[src/logic/psrm_pkg.sv]
// Constants and types shared by the register front end and its request engine.
// Assumes one clock domain, the host bus clock, with a synchronous active-low reset.
`default_nettype none
package psrm_pkg;
    localparam int unsigned WINDOW_BYTES = 32'h0010_0000;
    localparam int unsigned BASE_BITS = 12;
    localparam int unsigned OFFSET_BITS = 20;
    localparam int unsigned IND_ADDR_BITS = 22;
    localparam int unsigned COUNT_BITS = 10;
    localparam int unsigned PORTS = 32;

    localparam logic [5:0] CFG_BAR_INDEX = 6'h04;
    localparam logic [7:0] CFG_BAR_OFFSET = 8'h10;

    localparam logic [19:0] OFF_RX_ALIVE = 20'h00000;
    localparam logic [19:0] OFF_TX_ALIVE = 20'h00004;
    localparam logic [19:0] OFF_IRQ_SUMMARY = 20'h00008;
    localparam logic [19:0] OFF_IRQ_BASE = 20'h0000C;
    localparam logic [19:0] OFF_IRQ_SIZE = 20'h00010;
    localparam logic [19:0] OFF_LIST_COUNT = 20'h00014;
    localparam logic [19:0] OFF_LIST_BASE = 20'h00018;
    localparam logic [19:0] OFF_SOFT_RESET = 20'h00020;

    localparam logic [31:0] REG_RESET = 32'h0000_0000;
    localparam logic [9:0] COUNT_ALL_ONES = 10'h3FF;
    localparam logic [31:0] DESC_STRIDE = 32'h0000_0008;

    localparam logic [3:0] CMD_MEM_READ = 4'h6;
    localparam logic [3:0] CMD_MEM_WRITE = 4'h7;
    localparam logic [3:0] CMD_CFG_READ = 4'hA;
    localparam logic [3:0] CMD_CFG_WRITE = 4'hB;

    typedef enum logic [1:0] {
        PSRM_T_IDLE = 2'b00,
        PSRM_T_CLAIM = 2'b01,
        PSRM_T_DATA = 2'b10,
        PSRM_T_TURN = 2'b11
    } psrm_tgt_state_t;

    typedef enum logic [1:0] {
        PSRM_E_IDLE = 2'b00,
        PSRM_E_FETCH = 2'b01,
        PSRM_E_WRITE = 2'b10
    } psrm_eng_state_t;
endpackage
`default_nettype wire

[src/logic/psrm_top.sv]
// Host bus target for the direct register window and its service request engine.
// Assumes a host bus clocked by core_clk; shared signals are split into in, out and enable.
`timescale 1ns/1ps
`default_nettype none
module psrm_top #(
    parameter int unsigned INIT_CYCLES = 64
) (
    input wire logic core_clk,
    input wire logic rst_n,
    input wire logic frame_n,
    input wire logic irdy_n,
    input wire logic idsel,
    input wire logic [3:0] cbe_n,
    input wire logic [31:0] ad_in,
    output logic [31:0] ad_out,
    output logic ad_oe,
    output logic par_out,
    output logic par_oe,
    output logic devsel_n_out,
    output logic trdy_n_out,
    output logic stop_n_out,
    output logic target_ctl_oe,
    input wire logic master_active,
    input wire logic [31:0] rx_port_alive_in,
    input wire logic [31:0] tx_port_alive_in,
    output logic soft_reset_pulse,
    output logic fetch_req,
    output logic [31:0] fetch_addr,
    input wire logic fetch_ack,
    input wire logic [21:0] fetch_desc_addr,
    input wire logic [31:0] fetch_desc_data,
    output logic ind_wr,
    output logic [21:0] ind_addr,
    output logic [31:0] ind_data,
    output logic [31:0] irq_queue_base,
    output logic [31:0] irq_queue_size
);
    typedef struct packed {
        psrm_pkg::psrm_tgt_state_t state;
        logic [19:0] offset;
        logic is_cfg;
        logic is_write;
        logic [11:0] bar;
        logic [31:0] rx_alive;
        logic [31:0] tx_alive;
        logic [31:0] irq_summary_word;
        logic [31:0] irq_queue_base;
        logic [31:0] irq_queue_size;
        logic [31:0] request_list_base;
        logic [15:0] init_cnt;
        logic init_done;
        logic [31:0] rd_data;
        logic ad_oe;
        logic par;
        logic soft_pulse;
        logic start;
        logic [9:0] start_count;
    } psrm_state_t;

    psrm_state_t s_reg;
    psrm_state_t s_next;

    logic [9:0] eng_pending;
    logic eng_busy;
    logic eng_rst_n;
    logic addr_phase;
    logic mem_hit;
    logic cfg_hit;
    logic data_done;
    logic [31:0] rd_mux;
    logic [9:0] count_view;
    logic [31:0] bar_merged;
    logic [31:0] count_merged;

    // Merge a write into a word honouring the active-low byte enables
    function automatic logic [31:0] psrm_merge(input logic [31:0] old_val,
                                              input logic [31:0] new_val,
                                              input logic [3:0] be_n);
        logic [31:0] res;
        res = old_val;
        for (int i = 0; i < 4; i++) begin
            if (!be_n[i]) begin
                res[i*8 +: 8] = new_val[i*8 +: 8];
            end
        end
        return res;
    endfunction

    // Soft reset restarts the engine as well as the register set
    assign eng_rst_n = rst_n & ~s_reg.soft_pulse;

    psrm_srq_engine u_engine (
        .core_clk(core_clk),
        .rst_n(eng_rst_n),
        .start(s_reg.start),
        .start_count(s_reg.start_count),
        .list_base(s_reg.request_list_base),
        .pending_request_count(eng_pending),
        .busy(eng_busy),
        .fetch_req(fetch_req),
        .fetch_addr(fetch_addr),
        .fetch_ack(fetch_ack),
        .fetch_desc_addr(fetch_desc_addr),
        .fetch_desc_data(fetch_desc_data),
        .ind_wr(ind_wr),
        .ind_addr(ind_addr),
        .ind_data(ind_data)
    );

    // The address phase is the first cycle of frame while the target is idle
    assign addr_phase = !frame_n && (s_reg.state == psrm_pkg::PSRM_T_IDLE);

    // Own master cycles must never be reflected back as target hits
    assign mem_hit = !master_active
        && (cbe_n == psrm_pkg::CMD_MEM_READ || cbe_n == psrm_pkg::CMD_MEM_WRITE)
        && (ad_in[31:psrm_pkg::OFFSET_BITS] == s_reg.bar);

    assign cfg_hit = !master_active && idsel && (ad_in[1:0] == 2'b00)
        && (cbe_n == psrm_pkg::CMD_CFG_READ || cbe_n == psrm_pkg::CMD_CFG_WRITE);

    assign data_done = (s_reg.state == psrm_pkg::PSRM_T_DATA) && !irdy_n;

    // Count shows all ones until the start-up delay has run out
    assign count_view = s_reg.init_done ? eng_pending : psrm_pkg::COUNT_ALL_ONES;

    // Byte-lane merges for the two fields narrower than a bus word
    assign bar_merged = psrm_merge({s_reg.bar, {psrm_pkg::OFFSET_BITS{1'b0}}}, ad_in, cbe_n);
    assign count_merged = psrm_merge({22'h000000, eng_pending}, ad_in, cbe_n);

    always_comb begin
        rd_mux = psrm_pkg::REG_RESET;
        // Decoded from the latched address so the read mux never loops through s_next
        if (s_reg.is_cfg) begin
            if (s_reg.offset[7:0] == psrm_pkg::CFG_BAR_OFFSET) begin
                rd_mux = {s_reg.bar, {psrm_pkg::OFFSET_BITS{1'b0}}};
            end
        end else begin
            case (s_reg.offset)
                psrm_pkg::OFF_RX_ALIVE: rd_mux = s_reg.rx_alive;
                psrm_pkg::OFF_TX_ALIVE: rd_mux = s_reg.tx_alive;
                psrm_pkg::OFF_IRQ_SUMMARY: rd_mux = s_reg.irq_summary_word;
                psrm_pkg::OFF_IRQ_BASE: rd_mux = s_reg.irq_queue_base;
                psrm_pkg::OFF_IRQ_SIZE: rd_mux = s_reg.irq_queue_size;
                psrm_pkg::OFF_LIST_COUNT: rd_mux = {22'h000000, count_view};
                psrm_pkg::OFF_LIST_BASE: rd_mux = s_reg.request_list_base;
                default: rd_mux = psrm_pkg::REG_RESET;
            endcase
        end
    end

    always_comb begin
        s_next = s_reg;
        s_next.soft_pulse = 1'b0;
        s_next.start = 1'b0;
        // Port-alive bits follow the serial ports; the host can only look
        s_next.rx_alive = rx_port_alive_in;
        s_next.tx_alive = tx_port_alive_in;
        if (!s_reg.init_done) begin
            if (s_reg.init_cnt == 16'(INIT_CYCLES - 1)) begin
                s_next.init_done = 1'b1;
            end else begin
                s_next.init_cnt = s_reg.init_cnt + 16'h0001;
            end
        end
        case (s_reg.state)
            psrm_pkg::PSRM_T_IDLE: begin
                if (addr_phase && (mem_hit || cfg_hit)) begin
                    s_next.offset = cfg_hit ? {12'h000, ad_in[7:0]}
                                            : ad_in[psrm_pkg::OFFSET_BITS-1:0];
                    s_next.is_cfg = cfg_hit;
                    s_next.is_write = (cbe_n == psrm_pkg::CMD_MEM_WRITE)
                        || (cbe_n == psrm_pkg::CMD_CFG_WRITE);
                    s_next.ad_oe = !s_next.is_write;
                    s_next.state = psrm_pkg::PSRM_T_CLAIM;
                end
            end
            psrm_pkg::PSRM_T_CLAIM: begin
                s_next.rd_data = rd_mux;
                s_next.state = psrm_pkg::PSRM_T_DATA;
            end
            psrm_pkg::PSRM_T_DATA: begin
                // One data phase per access: stop rides with trdy, so bursts disconnect
                if (data_done) begin
                    s_next.par = ^{s_reg.rd_data, cbe_n};
                    // AD is let go at once; parity (reads only) and the target controls are driven in the turn cycle
                    s_next.ad_oe = 1'b0;
                    s_next.state = psrm_pkg::PSRM_T_TURN;
                    if (s_reg.is_write && s_reg.is_cfg) begin
                        if (s_reg.offset[7:0] == psrm_pkg::CFG_BAR_OFFSET) begin
                            s_next.bar = bar_merged[31:psrm_pkg::OFFSET_BITS];
                        end
                    end else if (s_reg.is_write) begin
                        case (s_reg.offset)
                            psrm_pkg::OFF_IRQ_SUMMARY: begin
                                s_next.irq_summary_word =
                                    psrm_merge(s_reg.irq_summary_word, ad_in, cbe_n);
                            end
                            psrm_pkg::OFF_IRQ_BASE: begin
                                s_next.irq_queue_base =
                                    psrm_merge(s_reg.irq_queue_base, ad_in, cbe_n);
                            end
                            psrm_pkg::OFF_IRQ_SIZE: begin
                                s_next.irq_queue_size =
                                    psrm_merge(s_reg.irq_queue_size, ad_in, cbe_n);
                            end
                            psrm_pkg::OFF_LIST_COUNT: begin
                                // Rewriting mid-list is the host's fault; it restarts nothing
                                if (s_reg.init_done && !eng_busy) begin
                                    s_next.start_count = count_merged[9:0];
                                    s_next.start = 1'b1;
                                end
                            end
                            psrm_pkg::OFF_LIST_BASE: begin
                                s_next.request_list_base =
                                    psrm_merge(s_reg.request_list_base, ad_in, cbe_n);
                            end
                            psrm_pkg::OFF_SOFT_RESET: begin
                                s_next.soft_pulse = 1'b1;
                            end
                            default: begin
                            end
                        endcase
                    end
                end
            end
            psrm_pkg::PSRM_T_TURN: begin
                s_next.ad_oe = 1'b0;
                s_next.state = psrm_pkg::PSRM_T_IDLE;
            end
            default: s_next.state = psrm_pkg::PSRM_T_IDLE;
        endcase
        // Soft reset clears the chip but keeps the window so the host can reach it again
        if (s_reg.soft_pulse) begin
            s_next.irq_summary_word = psrm_pkg::REG_RESET;
            s_next.irq_queue_base = psrm_pkg::REG_RESET;
            s_next.irq_queue_size = psrm_pkg::REG_RESET;
            s_next.request_list_base = psrm_pkg::REG_RESET;
            s_next.init_cnt = 16'h0000;
            s_next.init_done = 1'b0;
            s_next.start = 1'b0;
        end
    end

    always_ff @(posedge core_clk) begin
        if (!rst_n) begin
            s_reg <= '0;
        end else begin
            s_reg <= s_next;
        end
    end

    assign ad_out = s_reg.rd_data;
    assign ad_oe = s_reg.ad_oe;
    assign par_out = s_reg.par;
    assign par_oe = (s_reg.state == psrm_pkg::PSRM_T_TURN) && !s_reg.is_write;
    assign devsel_n_out = !(s_reg.state == psrm_pkg::PSRM_T_CLAIM
        || s_reg.state == psrm_pkg::PSRM_T_DATA);
    assign trdy_n_out = !(s_reg.state == psrm_pkg::PSRM_T_DATA);
    assign stop_n_out = !(s_reg.state == psrm_pkg::PSRM_T_DATA);
    // Controls are driven high for one turn cycle before release
    assign target_ctl_oe = (s_reg.state != psrm_pkg::PSRM_T_IDLE);
    assign soft_reset_pulse = s_reg.soft_pulse;
    assign irq_queue_base = s_reg.irq_queue_base;
    assign irq_queue_size = s_reg.irq_queue_size;
endmodule // psrm_top
`default_nettype wire

[src/logic/psrm_srq_engine.sv]
// Service request engine: walks the descriptor table in shared memory.
// Assumes a fetch agent that returns one descriptor per request and holds its ack one cycle.
`timescale 1ns/1ps
`default_nettype none
module psrm_srq_engine (
    input wire logic core_clk,
    input wire logic rst_n,
    input wire logic start,
    input wire logic [9:0] start_count,
    input wire logic [31:0] list_base,
    output logic [9:0] pending_request_count,
    output logic busy,
    output logic fetch_req,
    output logic [31:0] fetch_addr,
    input wire logic fetch_ack,
    input wire logic [21:0] fetch_desc_addr,
    input wire logic [31:0] fetch_desc_data,
    output logic ind_wr,
    output logic [21:0] ind_addr,
    output logic [31:0] ind_data
);
    typedef struct packed {
        psrm_pkg::psrm_eng_state_t state;
        logic [9:0] remaining;
        logic [31:0] ptr;
        logic wr;
        logic [21:0] addr;
        logic [31:0] data;
    } psrm_eng_t;

    psrm_eng_t s_reg;
    psrm_eng_t s_next;

    always_comb begin
        s_next = s_reg;
        s_next.wr = 1'b0;
        case (s_reg.state)
            psrm_pkg::PSRM_E_IDLE: begin
                if (start && start_count != '0) begin
                    s_next.remaining = start_count;
                    s_next.ptr = list_base;
                    s_next.state = psrm_pkg::PSRM_E_FETCH;
                end
            end
            psrm_pkg::PSRM_E_FETCH: begin
                if (fetch_ack) begin
                    s_next.addr = fetch_desc_addr;
                    s_next.data = fetch_desc_data;
                    s_next.state = psrm_pkg::PSRM_E_WRITE;
                end
            end
            psrm_pkg::PSRM_E_WRITE: begin
                s_next.wr = 1'b1;
                s_next.remaining = s_reg.remaining - 10'h001;
                s_next.ptr = s_reg.ptr + psrm_pkg::DESC_STRIDE;
                s_next.state = (s_reg.remaining == 10'h001) ? psrm_pkg::PSRM_E_IDLE
                                                            : psrm_pkg::PSRM_E_FETCH;
            end
            default: s_next.state = psrm_pkg::PSRM_E_IDLE;
        endcase
    end

    always_ff @(posedge core_clk) begin
        if (!rst_n) begin
            s_reg <= '0;
        end else begin
            s_reg <= s_next;
        end
    end

    assign pending_request_count = s_reg.remaining;
    assign busy = (s_reg.state != psrm_pkg::PSRM_E_IDLE);
    assign fetch_req = (s_reg.state == psrm_pkg::PSRM_E_FETCH);
    assign fetch_addr = s_reg.ptr;
    assign ind_wr = s_reg.wr;
    assign ind_addr = s_reg.addr;
    assign ind_data = s_reg.data;
endmodule // psrm_srq_engine
`default_nettype wire

[config.mk]
export PLATFORM = sky130hd
export DESIGN_NAME = psrm_top
export DESIGN_NICKNAME = d
export VERILOG_FILES = /design/src/logic/psrm_pkg.sv /design/src/logic/psrm_top.sv /design/src/logic/psrm_srq_engine.sv
export SDC_FILE = /design/constraint.sdc
export NUM_CORES = 1
export LEC_CHECK = 0
export BUFFER_PORTS_ARGS = -buffer_cell sky130_fd_sc_hd__buf_2
export CAP_MARGIN = 10
export CORE_UTILIZATION = 60
export CTS_BUF_LIST = sky130_fd_sc_hd__clkbuf_16
export CTS_CLUSTER_DIAMETER = 150
export CTS_CLUSTER_SIZE = 14
export DETAILED_ROUTE_END_ITERATION = 12
export HOLD_SLACK_MARGIN = 0.1
export PLACE_DENSITY_LB_ADDON = 0.3
export SYNTH_ARGS = -nofsm -noshare
export SYNTH_HDL_FRONTEND = slang
export SYNTH_HIERARCHICAL = 1
export SYNTH_SLANG_ARGS = --single-unit
export TNS_END_PERCENT = 5
[constraint.sdc]
create_clock -name core_clk -period 4.5 [get_ports core_clk]
set_input_delay 0.45 -clock core_clk [delete_from_list [all_inputs] [get_ports core_clk]]
set_output_delay 0.45 -clock core_clk [all_outputs]
set_load 0.03 [all_outputs]
==> results.toml <==
[logic_synthesis]
syn_inst = 2067
synth_area_um2 = 18400
ys.flop_type = "dfxtp_1"
syn_avg_cell_area_um2 = 8.91
synth_seq_cells = 390
seq_area_frac_synth = 0.424
netlist_top_cells_count = "dfxtp_1, nand2_1, a21oi_1, buf_4, nand3_1"
yosysMostFrequentCell = "dfxtp_1"
synth.area.top_cells = "dfxtp_1, buf_4, nand2_1"
synth_top_area_share = 0.424
synth_edf_count = 0
ys.warnings.count = 6
async_flop_share = 0
synthDistinctLibCells = 77
synth_top_cell_by_area = "dfxtp_1"
syn_nets = 2241

[route]
wl_um = 52600
drc = 0
routed_via_density = 5.99
vias = 15700
drtAntennaViolNets = 0
drt-initial-drc-count = 1670
drt-wirelength-per-cell_um = 20.1
drt_pass1_iterations = 6

[critical_path]
rr_worst_depth = 6
cp_slowest_cell = "or2_1"
crit_buf_inv = 0
arrival_ps = 3610
critPathCaptureType = "flop"
cp-start-kind = "flop"
slowest_delay_ps = 770
path_depth = 6
cp-endpoint = "s_reg[80]$_SDFFE_PN0P_"
crit_start = "s_reg[284]$_SDFFE_PN0P_"
worstSetupPathType = "reg -> reg"
timing.rr.end = "s_reg[80]$_SDFFE_PN0P_"
worstPathRequired_ps = 4920
r2r_slack_ps = 1310
cp_max_fo = 15
timing.rr.start = "s_reg[284]$_SDFFE_PN0P_"
crit_path_cell_trace = "nor4_1 -> nand4_1 -> or2_1 -> nor4_4 -> mux2i_1 -> nor2_1"
path_delay_family = "simple AND/OR/NAND/NOR gates"

[floorplanning]
start_util = 0.615
ios = 353
std_cell_rows = 63
die_area_um2 = 31400
coreArea_um2 = 30000
die_w_um = 177
die_h_um = 177

[power]
powerDensity_nw_per_um2 = 359
max-vdd-ir-drop_uv = 327
internal-power_uw = 5290
p_comb_frac = 0.176
power_frac_clock = 0.325
seq_power_share = 0.500
p_leak_uw = 0.00809
netSwitchingFraction = 0.280
switching_power_uw = 2060

[sta]
relSlewSlack = 0.255
fin_crit_ps = 3190
clock.fmax_mhz = 314
slew_violations = 0
rsz0062_at_grt = "no"
setup_viol = 0
fin_skew_ps = 15.6
timing.setup.tns_ps = 0
finalHoldViolCount = 0
setup_slack_ps = 1310
period_share = 0.708
tightest_slew_ps = 1120

[placement]
dp.cells = 2515
dp_slack_ps = 1380
portBuffers = 352
hpwlAfterDp_um = 36100
gp_congestion = 0.895
place_area_um2 = 19000

[global_route]
grt_pass1_vias = 14700
globalRoute.totalOverflow = 0
antenna_found_initial = 4
grt_usage = 0.324
grt_max_degree = 116
grt_pass1_wl_um = 80300

[cells_and_area]
multi_input_area_um2 = 8570
drive_above_1_share = 0.226
area_growth_pct = 11.1
fin_nets = 2403
fillers = 2361
seq_area_um2 = 7810
finalNonFillerCells = 2624
largest_reg_flops = 192
design_area_um2 = 20500

[worst_hold_path]
hp-class = "in -> reg"
worstHoldPathCells = 2

[cts]
cts_resized = 0
clk_path_buf_depth = 3
post-cts-setup-buffer-count = 0
clk_pin_slew_ps = 70
cts_sinks = 390
cts_root_buffer = "clkbuf_16"
numCtsBuffers = 31
insertion_delay_ps = 570
tritoncts = "yes"
htreeDepth = 1

[run_status]
outcome = "finished clean"

[flow_run]
timing.max_cap.violations = 0
layer usage:
| layer | vias to the layer above | wire length (µm) | global-route usage |
|---|---|---|---|
| met5 | - | 0 | 0 |
| met4 | 0 | 2160 | 0.145 |
| met3 | 136 | 5290 | 0.0657 |
| met2 | 844 | 24600 | 0.528 |
| met1 | 7470 | 20600 | 0.412 |
| li1 | 7270 | - | - |
worst min path at each step:
stage / from / end / slack [ps]
3_5_place_dp: u_engine/ind_data[4]$_SDFFE_PN0P_ / u_engine/ind_data[4]$_SDFFE_PN0P_ / 440
6_report: tx_port_alive_in[14] / s_reg[205]$_SDFF_PN0_ / 110
3_3_place_gp: u_engine/ind_addr[20]$_SDFFE_PN0P_ / u_engine/ind_addr[20]$_SDFFE_PN0P_ / 440
5_1_grt: rx_port_alive_in[21] / s_reg[244]$_SDFF_PN0_ / 100
2_1_floorplan: s_reg[159]$_SDFFE_PN0P_ / s_reg[159]$_SDFFE_PN0P_ / 430
4_1_cts: fetch_desc_addr[12] / u_engine/ind_addr[12]$_SDFFE_PN0P_ / 100
final cells by class:
class	instances	area share
timing repair buffer	448	0.131
clock inverter	3	0.000794
tap	390	0.0238
multi-input combinational	1325	0.418
clock buffer	31	0.0379
sequential	390	0.381
inverter	33	0.00605
antenna	4	0.000489
layout by cell type, fill, tap and decap left out, types with 5 or more instances in the layout:
master | netlist | final
a21oi_1 | 198 | 198
a221oi_1 | 5 | 5
a22oi_1 | 39 | 39
a31oi_1 | 20 | 20
and2_1 | 79 | 78
and3_1 | 7 | 7
buf_2 | 4 | 351
buf_4 | 195 | 24
clkbuf_16 | 0 | 31
dfxtp_1 | 390 | 388
dlygate4sd3_1 | 0 | 71
ha_1 | 13 | 13
inv_1 | 32 | 33
mux2_2 | 21 | 21
mux2i_1 | 77 | 77
mux4_2 | 32 | 32
nand2_1 | 293 | 292
nand3_1 | 120 | 120
nand4_1 | 17 | 17
nor2_1 | 83 | 81
nor2b_1 | 47 | 46
nor3_1 | 13 | 12
nor4_1 | 12 | 9
nor4_4 | 8 | 9
o211a_1 | 10 | 10
o21a_1 | 15 | 15
o21ai_0 | 43 | 43
o22ai_1 | 14 | 14
o2bb2ai_1 | 12 | 12
or3_1 | 8 | 8
xnor2_1 | 45 | 45
xor2_1 | 15 | 15
power groups by stage:
| stage | sequential (µW) | clock [µW] | combinational, µW |
|---|---|---|---|
| after floorplan | 3710 | 0 | 900 |
| after detailed placement | 3740 | 0 | 1210 |
| after global routing | 3670 | 2550 | 1350 |
| after global placement | 3740 | 0 | 1200 |
| final | 3670 | 2380 | 1290 |
| after CTS | 3660 | 2430 | 1260 |
logic make-up (layout without fill, tap and decap cells):
family,count (synthesis),after routing,share of synthesized area
buffers and inverters,352,515,0.114
AND/OR/NAND/NOR,720,720,0.195
multiplexers,130,130,0.0938
flip-flops,390,390,0.424
XOR/XNOR,61,61,0.0297
AO/OA/AOI/OAI,401,401,0.135
adder cells (fa/ha/maj),13,13,0.00883
other,0,4,0
metrics by stage:
step / hold WS [ps] / utilization / total power [µW]
2_1_floorplan: 433 / - / 4610
3_3_place_gp: 439 / 0.633 / 4940
3_5_place_dp: 444 / 0.633 / 4950
4_1_cts: 100 / 0.683 / 7350
5_1_grt: 102 / 0.684 / 7570
6_report: 113 / 0.684 / 7340
repair_timing:
item / in CTS / in global routing
endpoints found under the hold margin: 71 / 0
setup endpoints to repair: 0 / 0
hold buffers: 71 / 0
Note: power is estimated with default switching activity, not from simulation.
